**config.mk**
```make
export PLATFORM = sky130hd
export DESIGN_NAME = hcss_top
export DESIGN_NICKNAME = d
export VERILOG_FILES = /design/src/core/hcss_pkg.sv /design/src/core/hcss_decode.sv /design/src/core/hcss_top.sv
export SDC_FILE = /design/constraint.sdc
export NUM_CORES = 1
export LEC_CHECK = 0
export CAP_MARGIN = 0
export CELL_PAD_IN_SITES_DETAIL_PLACEMENT = 1
export CELL_PAD_IN_SITES_GLOBAL_PLACEMENT = 1
export CORE_MARGIN = 1
export CORE_UTILIZATION = 30
export DETAILED_ROUTE_END_ITERATION = 10
export DONT_BUFFER_PORTS = 1
export GPL_TIMING_DRIVEN = 1
export HOLD_SLACK_MARGIN = 0.06
export PLACE_DENSITY = 0.49
export SYNTH_ARGS = -nofsm -noshare
export SYNTH_HDL_FRONTEND = slang
export SYNTH_SLANG_ARGS = --single-unit
```
**constraint.sdc**
```tcl
create_clock -name pclk -period 2.7 [get_ports pclk]
set_input_delay 0.135 -clock pclk [delete_from_list [all_inputs] [get_ports pclk]]
set_output_delay 0.135 -clock pclk [all_outputs]
set_load 0.05 [all_outputs]
```
**src/core/hcss_pkg.sv**
```systemverilog
// constants for the host chip-select controller
package hcss_pkg;
  // ****************************************
  // register offsets (byte addresses)
  // ****************************************
  localparam logic [7:0] HCSS_CTRL_OFS   = 8'h00;
  localparam logic [7:0] HCSS_ADDR_OFS   = 8'h04;
  localparam logic [7:0] HCSS_WDATA_OFS  = 8'h08;
  localparam logic [7:0] HCSS_GO_OFS     = 8'h0C;
  localparam logic [7:0] HCSS_RDATA_OFS  = 8'h10;
  localparam logic [7:0] HCSS_STAT_OFS   = 8'h14;
  localparam logic [7:0] HCSS_BASE_OFS   = 8'h18;
  localparam logic [7:0] HCSS_LCNT_OFS   = 8'h1C;
  localparam logic [7:0] HCSS_REV_OFS    = 8'h20;
  localparam logic [7:0] HCSS_OPT_OFS    = 8'h24;

  // ****************************************
  // control register fields
  // ****************************************
  localparam int CTRL_VALID_BIT = 0;
  localparam int CTRL_READ_BIT  = 1;
  localparam int CTRL_LOOP_BIT  = 2;
  localparam int CTRL_POL_BIT   = 3;
  localparam int CTRL_LANE_LSB  = 4;
  localparam int CTRL_WIDTH     = 6;
  localparam logic [5:0] CTRL_RESET = 6'h30;

  // ****************************************
  // status register fields
  // ****************************************
  localparam int STAT_BUSY_BIT = 0;
  localparam int STAT_DONE_BIT = 1;
  localparam int STAT_MISS_BIT = 2;

  // ****************************************
  // select window and device map
  // ****************************************
  localparam logic [31:0] BASE_RESET   = 32'h0040_0000;
  localparam int          MATCH_BITS   = 10;
  localparam logic [31:0] REV_OFFSET   = 32'h0000_0000;
  localparam int          DEV_ADDR_W   = 18;
  localparam int          MEMSEL_BIT   = 18;
  localparam int          DATA_W       = 16;
  localparam int          REV_W        = 8;
  localparam int          LCNT_W       = 16;

  // ****************************************
  // fixed option fields of the select machine
  // ****************************************
  localparam logic [1:0] PORT_WIDTH_16     = 2'h2;
  localparam logic [1:0] SELECT_DELAY_HALF = 2'h3;
  localparam logic       NO_BURST_ON       = 1'b1;
  localparam logic       EXT_ACK_ON        = 1'b1;
  localparam logic [3:0] WAIT_COUNT_ZERO   = 4'h0;
  localparam logic       NEG_NORMAL        = 1'b0;
  localparam logic       RELAX_OFF         = 1'b0;
  localparam logic       HOLD_OFF          = 1'b0;
  localparam logic       PARITY_OFF        = 1'b0;
  localparam logic       PROTECT_OFF       = 1'b0;
  localparam logic [1:0] MACHINE_GENERAL   = 2'h0;
  localparam logic [2:0] ACC_TYPE_NONE     = 3'h0;
  localparam logic [2:0] ACC_TYPE_MASK_OFF = 3'h0;

  typedef enum logic [2:0] {
    HCSS_IDLE,
    HCSS_ADDR,
    HCSS_SEL,
    HCSS_END
  } hcss_state_t;
endpackage

```
**src/core/hcss_decode.sv**
```systemverilog
// window decode of a host address against the select base
module hcss_decode (
  input  wire logic [31:0] addr,
  input  wire logic [31:0] base,
  input  wire logic        valid,
  output logic             hit
);
  import hcss_pkg::*;

  // ****************************************
  // compare upper bits only, no access-type check
  // ****************************************
  always_comb begin
    hit = valid && (addr[31 -: MATCH_BITS] == base[31 -: MATCH_BITS]);
  end
endmodule

```
**src/core/hcss_top.sv**
```systemverilog
// host chip-select controller: apb registers in, companion bus pins out
module hcss_top (
  input  wire logic                          pclk,
  input  wire logic                          presetn,
  input  wire logic                          psel,
  input  wire logic                          penable,
  input  wire logic                          pwrite,
  input  wire logic [31:0]                   paddr,
  input  wire logic [31:0]                   pwdata,
  output logic      [31:0]                   prdata,
  output logic                               pready,
  output logic                               pslverr,
  output logic                               bus_clk,
  output logic                               sel_n,
  output logic      [hcss_pkg::DEV_ADDR_W-1:0] dev_addr,
  output logic                               mem_sel,
  output logic                               rd_n,
  output logic      [1:0]                    we_n,
  output logic      [hcss_pkg::DATA_W-1:0]   data_o,
  output logic                               data_oe_n,
  input  wire logic [hcss_pkg::DATA_W-1:0]   data_i,
  input  wire logic                          wait_i
);
  import hcss_pkg::*;

  // ****************************************
  // declarations
  // ****************************************
  logic [CTRL_WIDTH-1:0] ctrl_r;
  logic [31:0]           addr_r;
  logic [DATA_W-1:0]     wdata_r;
  logic [DATA_W-1:0]     rdata_r;
  logic [31:0]           base_r;
  logic                  done_r;
  logic                  miss_r;
  logic [LCNT_W-1:0]     lcnt_r;
  logic [REV_W-1:0]      rev_r;
  logic                  pready_r;
  logic                  pslverr_r;
  logic [31:0]           prdata_r;
  logic                  phase_r;
  logic                  wait_s1_r;
  logic                  wait_s2_r;
  logic [DATA_W-1:0]     din_s1_r;
  logic [DATA_W-1:0]     din_s2_r;
  hcss_state_t           state_r;
  logic                  cur_read_r;
  logic                  cur_loop_r;
  logic                  sel_n_r;
  logic [DEV_ADDR_W-1:0] dev_addr_r;
  logic                  mem_sel_r;
  logic                  rd_n_r;
  logic [1:0]            we_n_r;
  logic [DATA_W-1:0]     data_o_r;
  logic                  data_oe_n_r;
  logic                  apb_wr;
  logic                  apb_setup;
  logic                  go_wr;
  logic                  loop_start;
  logic                  start;
  logic [31:0]           start_addr;
  logic                  hit;
  logic                  bclk_rise;
  logic                  ack;
  logic                  mapped;
  logic [31:0]           rd_mux;
  logic [31:0]           opt_word;

  // ****************************************
  // apb slave
  // ****************************************
  assign apb_setup = psel && !penable;
  assign apb_wr    = psel && penable && pready_r && pwrite && !pslverr_r;
  assign go_wr     = apb_wr && (paddr[7:0] == HCSS_GO_OFS);

  always_comb begin
    opt_word = {9'h000, ACC_TYPE_MASK_OFF, ACC_TYPE_NONE, MACHINE_GENERAL, PROTECT_OFF,
                PARITY_OFF, HOLD_OFF, RELAX_OFF, NEG_NORMAL, WAIT_COUNT_ZERO, EXT_ACK_ON,
                NO_BURST_ON, SELECT_DELAY_HALF, PORT_WIDTH_16};
  end

  always_comb begin
    mapped = 1'b1;
    rd_mux = 32'h0000_0000;
    case (paddr[7:0])
      HCSS_CTRL_OFS:  rd_mux = {26'h0000000, ctrl_r};
      HCSS_ADDR_OFS:  rd_mux = addr_r;
      HCSS_WDATA_OFS: rd_mux = {16'h0000, wdata_r};
      HCSS_GO_OFS:    rd_mux = 32'h0000_0000;
      HCSS_RDATA_OFS: rd_mux = {16'h0000, rdata_r};
      HCSS_STAT_OFS:  rd_mux = {29'h00000000, miss_r, done_r, (state_r != HCSS_IDLE)};
      HCSS_BASE_OFS:  rd_mux = base_r;
      HCSS_LCNT_OFS:  rd_mux = {16'h0000, lcnt_r};
      HCSS_REV_OFS:   rd_mux = {24'h000000, rev_r};
      HCSS_OPT_OFS:   rd_mux = opt_word;
      default:        mapped = 1'b0;
    endcase
    if (paddr[31:8] != 24'h000000 || paddr[1:0] != 2'h0) begin
      mapped = 1'b0;
    end
  end

  // answer in the first access cycle
  always_ff @(posedge pclk or negedge presetn) begin
    if (!presetn) begin
      pready_r  <= 1'b0;
      pslverr_r <= 1'b0;
      prdata_r  <= 32'h0000_0000;
    end else begin
      pready_r  <= apb_setup;
      pslverr_r <= apb_setup && !mapped;
      prdata_r  <= (apb_setup && mapped && !pwrite) ? rd_mux : 32'h0000_0000;
    end
  end

  always_ff @(posedge pclk or negedge presetn) begin
    if (!presetn) begin
      ctrl_r  <= CTRL_RESET;
      addr_r  <= 32'h0000_0000;
      wdata_r <= 16'h0000;
      base_r  <= BASE_RESET;
    end else if (apb_wr) begin
      case (paddr[7:0])
        HCSS_CTRL_OFS:  ctrl_r  <= pwdata[CTRL_WIDTH-1:0];
        HCSS_ADDR_OFS:  addr_r  <= pwdata;
        HCSS_WDATA_OFS: wdata_r <= pwdata[DATA_W-1:0];
        HCSS_BASE_OFS:  base_r  <= pwdata;
        default:        ctrl_r  <= ctrl_r;
      endcase
    end
  end

  // ****************************************
  // bus clock and pin synchronisers
  // ****************************************
  always_ff @(posedge pclk or negedge presetn) begin
    if (!presetn) begin
      phase_r <= 1'b0;
    end else begin
      phase_r <= !phase_r;
    end
  end

  // bus clock rises at the edge that ends this cycle
  assign bclk_rise = !phase_r;

  always_ff @(posedge pclk or negedge presetn) begin
    if (!presetn) begin
      wait_s1_r <= 1'b0;
      wait_s2_r <= 1'b0;
      din_s1_r  <= 16'h0000;
      din_s2_r  <= 16'h0000;
    end else begin
      wait_s1_r <= wait_i;
      wait_s2_r <= wait_s1_r;
      din_s1_r  <= data_i;
      din_s2_r  <= din_s1_r;
    end
  end

  // polarity set by software to match the device strap
  assign ack = ctrl_r[CTRL_POL_BIT] ? wait_s2_r : !wait_s2_r;

  // ****************************************
  // general-purpose select machine
  // ****************************************
  assign loop_start = ctrl_r[CTRL_LOOP_BIT] && !go_wr;
  assign start_addr = go_wr ? addr_r : (base_r + REV_OFFSET);
  assign start      = (state_r == HCSS_IDLE) && bclk_rise && (go_wr || loop_start);

  hcss_decode u_decode (
    .addr  (start_addr),
    .base  (base_r),
    .valid (ctrl_r[CTRL_VALID_BIT]),
    .hit   (hit)
  );

  // one beat per start, never more; reads never served locally
  always_ff @(posedge pclk or negedge presetn) begin
    if (!presetn) begin
      state_r    <= HCSS_IDLE;
      cur_read_r <= 1'b0;
      cur_loop_r <= 1'b0;
    end else begin
      case (state_r)
        HCSS_IDLE: begin
          if (start && hit) begin
            state_r    <= HCSS_ADDR;
            cur_read_r <= go_wr ? ctrl_r[CTRL_READ_BIT] : 1'b1;
            cur_loop_r <= !go_wr;
          end
        end
        HCSS_ADDR: begin
          state_r <= HCSS_SEL;
        end
        HCSS_SEL: begin
          if (bclk_rise && ack) begin
            state_r <= HCSS_END;
          end
        end
        HCSS_END: begin
          state_r <= HCSS_IDLE;
        end
        default: begin
          state_r <= HCSS_IDLE;
        end
      endcase
    end
  end

  // ****************************************
  // device pins
  // ****************************************
  always_ff @(posedge pclk or negedge presetn) begin
    if (!presetn) begin
      dev_addr_r  <= '0;
      mem_sel_r   <= 1'b0;
      data_o_r    <= 16'h0000;
    end else if (start && hit) begin
      dev_addr_r <= start_addr[DEV_ADDR_W-1:0];
      mem_sel_r  <= start_addr[MEMSEL_BIT];
      data_o_r   <= wdata_r;
    end
  end

  always_ff @(posedge pclk or negedge presetn) begin
    if (!presetn) begin
      sel_n_r     <= 1'b1;
      rd_n_r      <= 1'b1;
      we_n_r      <= 2'h3;
      data_oe_n_r <= 1'b1;
    end else begin
      case (state_r)
        HCSS_ADDR: begin
          sel_n_r     <= 1'b0;
          rd_n_r      <= !cur_read_r;
          we_n_r      <= cur_read_r ? 2'h3 : ~ctrl_r[CTRL_LANE_LSB +: 2];
          data_oe_n_r <= cur_read_r;
        end
        HCSS_SEL: begin
          if (bclk_rise && ack) begin
            sel_n_r     <= 1'b1;
            rd_n_r      <= 1'b1;
            we_n_r      <= 2'h3;
            data_oe_n_r <= 1'b1;
          end
        end
        default: begin
          sel_n_r     <= 1'b1;
          rd_n_r      <= 1'b1;
          we_n_r      <= 2'h3;
          data_oe_n_r <= 1'b1;
        end
      endcase
    end
  end

  // ****************************************
  // results and status
  // ****************************************
  always_ff @(posedge pclk or negedge presetn) begin
    if (!presetn) begin
      rdata_r <= 16'h0000;
      rev_r   <= 8'h00;
      lcnt_r  <= 16'h0000;
    end else if (state_r == HCSS_SEL && bclk_rise && ack && cur_read_r) begin
      rdata_r <= din_s2_r;
      if (cur_loop_r) begin
        rev_r  <= din_s2_r[REV_W-1:0];
        lcnt_r <= lcnt_r + 16'h0001;
      end
    end
  end

  // sticky flags: hardware set wins over software clear
  always_ff @(posedge pclk or negedge presetn) begin
    if (!presetn) begin
      done_r <= 1'b0;
      miss_r <= 1'b0;
    end else begin
      if (state_r == HCSS_END && !cur_loop_r) begin
        done_r <= 1'b1;
      end else if (apb_wr && paddr[7:0] == HCSS_STAT_OFS && pwdata[STAT_DONE_BIT]) begin
        done_r <= 1'b0;
      end
      if (start && !hit && go_wr) begin
        miss_r <= 1'b1;
      end else if (apb_wr && paddr[7:0] == HCSS_STAT_OFS && pwdata[STAT_MISS_BIT]) begin
        miss_r <= 1'b0;
      end
    end
  end

  // ****************************************
  // outputs
  // ****************************************
  assign prdata    = prdata_r;
  assign pready    = pready_r;
  assign pslverr   = pslverr_r;
  assign bus_clk   = phase_r;
  assign sel_n     = sel_n_r;
  assign dev_addr  = dev_addr_r;
  assign mem_sel   = mem_sel_r;
  assign rd_n      = rd_n_r;
  assign we_n      = we_n_r;
  assign data_o    = data_o_r;
  assign data_oe_n = data_oe_n_r;
endmodule

```
After elaboration in Yosys (flattened, before gate mapping):

Cells that the tools add are included.
W data, S select, Z words.

* bits of input ports: 86
* output and inout port bits: 75
* bits in registers: 242

* $add $sub $neg: 1
* multiplexer cells: 21
* reduce and logical (&&, ||, !) cells: 51
* bitwise logic cells: 1
* equal/unequal tests: 15

Operators with widths (number)
* $pmux W32 S9: 1
* $mux W32: 2
* $eq A8 B5 Y1 const B: 4
* $logic_and A1 B1 Y1: 24
* $reduce_bool A24 Y1: 1
* $add A16 B1 Y16 const B: 1
* $eq A8 B4 Y1 const B: 2
* $eq A8 B6 Y1 const B: 2
* $reduce_and A2 Y1: 7
* $eq A10 B10 Y1: 1
* $logic_not A1 Y1: 10
* $reduce_or A10 Y1: 1
* $mux W1: 9
* $pmux W3 S3: 1
* $eq A8 B3 Y1 const B: 1
* $logic_not A8 Y1: 1
* $eq A3 B2 Y1 const B: 2
* $mux W3: 2
* $pmux W1 S2: 3
* $reduce_bool A2 Y1: 3
* $mux W2: 2
* $pmux W2 S2: 1
* $eq A3 B1 Y1 const B: 1
* $logic_not A3 Y1: 1
* other kinds (5): 6

Logic depth before layout (Yosys ltp):

* word-level depth: 12
* depth in mapped cells: 8
* mapped depth without buffers: 7

Cells and area by module:

From an unflattened synthesis, not the netlist that was laid out.

* cell total of the unflattened synthesis: 713
* area, all modules: 9994.6 um^2

Modules (own cells, without submodules)
* hcss_top: cells each 699, instances 1, area each 9879.5 um^2
* hcss_decode: cells each 14, instances 1, area each 115.1 um^2

Worst setup path after synthesis:

No wires, ideal clock.

* kind: reg2reg
* from: register pready_r, in the netlist pready
* to: register data_o_r[10], in the netlist data_o[10]
* buffers on the path: 2
* arrival: 2.481 ns
* library setup time: 0.125 ns
* stages on the path, launching flop included: 8
* clock period less this slack: 2.606 ns
* required time: 2.575 ns
* setup slack: 0.094 ns
* cell sequence: dfrtp_1 > and4b_1 > nand4_1 > or4_1 > buf_2 > a21oi_4 > buf_6 > mux2_2

* longest elaborated chain between the ends: 9

RTL lines
* start: declaration: line hcss_top.sv:38 `logic pready_r;`
* start signal: assignment: line hcss_top.sv:110 `pready_r <= apb_setup;`
* $logic_and A1 B1 Y1 * (3 in series): line hcss_top.sv:73 `assign apb_wr = psel && penable && pready_r && pwrite && !pslverr_r;`
* $logic_and A1 B1 Y1 *: line hcss_top.sv:74 `assign go_wr = apb_wr && (paddr[7:0] == HCSS_GO_OFS);`
* branches (longest 4 deep; another with $mux W32)
* $logic_and A1 B1 Y1 *: line hcss_top.sv:219 `end else if (start && hit) begin`
* end signal: assignment: line hcss_top.sv:222 `data_o_r <= wdata_r;`
* end: declaration: line hcss_top.sv:54 `logic [DATA_W-1:0] data_o_r;`

Every way passes the cells marked *.
A chain may end at the register's enable or synchronous reset.

Worst setup path in the final report:

* from: register base_r[22]
* to: register data_o_r[6], in the netlist data_o[6]

* longest elaborated chain between the ends: 4

RTL lines
* start: declaration: line hcss_top.sv:33 `logic [31:0] base_r;`
* start signal: assignment: line hcss_top.sv:127 `HCSS_BASE_OFS: base_r <= pwdata;`
* $mux W32: line hcss_top.sv:168 `assign start_addr = go_wr ? addr_r : (base_r + REV_OFFSET);`
* $eq A10 B10 Y1 *: line hcss_decode.sv:14 `hit = valid && (addr[31 -: MATCH_BITS] == base[31 -: MATCH_BITS]);`
* $logic_and A1 B1 Y1 *: line hcss_decode.sv:14
* $logic_and A1 B1 Y1 *: line hcss_top.sv:219

Mark *: on every way between the ends. The rest lies on a longest branch, timed or not.

==> impl_metrics.tcl <==
set metrics [dict create \
    num_antenna_cells 0 \
    power_mw 8.17 \
    slowest_stage "or4_1" \
    worstSetupEndpointType "flop" \
    die_area_sq_mm 0.0336 \
    reg2regPathDepth 6 \
    synth.avg_cell_area_sq_um 12.9 \
    htreeDepth 1 \
    place_ws_ns 0.204 \
    p_leak_nw 5.56 \
    synth_edf_count 0 \
    final_cell_mix "dfrtp_1, mux2_2, nand2_1" \
    cpPeakStageDelay_ns 0.68 \
    r2r_setup_slack_ns 0.21 \
    first_iter_violations 317 \
    area_growth_pct 22.6 \
    ir_drop_v 0.000410 \
    cp_num_cells 6 \
    setup_viol 0 \
    cts_buffer_depth 3 \
    rows 66 \
    drtPass1Iterations 6 \
    cts_tree "yes" \
    worst_pin_slew_ns 0.643 \
    grt-ovfl-total 0 \
    clk_pin_slew_ns 0.06 \
    worstPathArrival_ns 2.92 \
    fin_crit_sh_pct 92.2 \
    antenna_found_initial 1 \
    vias_per_cell 5.02 \
    die-width_microns 183 \
    synth_ff_type "dfrtp_1" \
    ctsHoldBuffers 59 \
    max_slew_margin_pct 57.1 \
    layout_setup_ws_ns 0.211 \
    placed_cells_incl_taps 1189 \
    worst-path-buf-inv 1 \
    async_flop_share_pct 100 \
    synth_cell_types 55 \
    path_delay_family "simple AND/OR/NAND/NOR gates" \
    cts.sinks 241 \
    setup.worst_path.class "reg -> reg" \
    finalHoldViolCount 241 \
    power_density_mw_per_mm2 675 \
    required_ns 3.13 \
    ios 161 \
    slew_viol_final 0 \
    worstSetupStartpointType "flop" \
    worst_hold_slack_ns -0.710 \
    violations "negative hold slack" \
    r2r-start "base_r[22]" \
    core_sq_mm 0.0325 \
    cts_made_buffers 30 \
    start_util_pct 30.4 \
    fmax_ghz 0.402 \
    num_vias 6542 \
    instances_no_fill 1304 \
    ys_seq_area_share_pct 61.2 \
    grt_pass1_vias 7188 \
    ys_warn_count 0 \
    min_period_ns 2.49 \
    root_buffer "clkbuf_16" \
    drive_gt1_share_pct 26.7 \
    rsz0062_at_grt "no" \
    hpwl_microns 18500 \
    portBuffers 0 \
    skew_ns 0.0133 \
    crit_chain "xnor2_1 > nand4_1 > or4_1 > a21oi_4 > buf_12 > mux2_2" \
    grt_usage_pct 17.0 \
    syn_inst 765 \
    final_common_cell "dfrtp_1" \
    worstReg2RegEnd "data_o[6]" \
    die_y_microns 183 \
    clock_latency_ns 0.55 \
    n_fill_cell 3404 \
    ant_nets 0 \
    grt_max_degree 242 \
    cp_max_fo 37 \
    cap_violations 0 \
    grt_first_pass_wirelength_microns 43600 \
    synth-seq-cells 241 \
    post-route-util_pct 37.3 \
    syn_nets 857 \
    wl_per_cell_microns 21.6 \
    hold_path_class "in -> async" \
    fin_area_sq_mm 0.0121 \
    synth_area_sq_mm 0.00987 \
    final_nets 930 \
    globalplace.congestion 0.799 \
    wirelength_microns 28200 \
    drcViolationCount 0 \
    placed_area_sq_mm 0.0105 \
    outcome "finished with violations" \
    tns_ns 0 \
]
## how the worst max path moves through the flow
stage,startpoint,endpoint,slack (ns)
2_1_floorplan,pready,data_o[10],0.09
3_3_place_gp,base_r[22],data_o[10],0.22
3_5_place_dp,base_r[22],data_o[11],0.20
4_1_cts,base_r[22],data_o[6],0.20
5_1_grt,base_r[22],data_o[6],0.12
6_report,base_r[22],data_o[6],0.21
## Yosys cell counts (7+ instances only)
cell type,count,area (sq um)
inv_1,10,37.5
buf_1,7,26.3
a22oi_1,31,233
a222oi_1,8,80.1
a31oi_1,8,50.1
dfrtp_1,233,5830
a21oi_1,16,80.1
dfstp_2,8,210
nand4_1,11,68.8
nor4_1,9,56.3
nor2_1,30,113
o21ai_0,14,70.1
xnor2_1,20,175
nand2_1,83,312
nand3_1,13,65.1
and3_1,11,68.8
mux2_2,137,1540
clkbuf_1,33,124
## what timing repair did
item                                   4_1_cts  5_1_grt
buffers inserted                             0        0
resized for setup                            0        0
endpoints found under the hold margin      356      241
## logic make-up after synthesis
kind of cell,share of synthesized area [%]
AO/OA/AOI/OAI,7.94
XOR/XNOR,2.31
adder cells (fa/ha/maj),0.761
buffers and inverters,2.29
flip-flops,61.2
multiplexers,16.2
AND/OR/NAND/NOR,9.33
## worst register-to-register path, stage by stage (launching register included)
cell	delay [ns]
dfstp_2	0.54
xnor2_1	0.11
nand4_1	0.16
or4_1	0.68
a21oi_4	0.22
buf_12	0.23
mux2_2	0.43
## registers in the layout, indices dropped and copies added, names as in the netlist, 2 cells and up
register	flops
addr_r	32
base_r	32
ctrl_r	6
data_o	16
dev_addr	18
din_s1_r	16
din_s2_r	16
lcnt_r	16
prdata	32
rdata_r	16
rev_r	8
state_r	2
wdata_r	16
we_n	2
## final cells by class
type | count | area [sq um] | share of cell area [%]
multi-input combinational | 470 | 3630 | 30.0
inverter | 10 | 37.5 | 0.310
timing repair buffer | 85 | 823 | 6.80
tap | 442 | 553 | 4.57
clock inverter | 17 | 183 | 1.51
sequential | 241 | 6040 | 49.9
clock buffer | 39 | 836 | 6.91
## metal layers
metal	wire length, microns	track usage [%]
met5	13	0
met2	13500	28.0
met1	12400	22.2
met4	719	5.27
met3	1560	3.61
## where the power goes
| group | switching (mW) | total, mW | internal [mW] |
|---|---|---|---|
| sequential | 0.0949 | 3.78 | 3.69 |
| combinational | 0.186 | 0.346 | 0.159 |
| clock | 1.57 | 4.04 | 2.47 |
(Power assumes the default switching activity.)
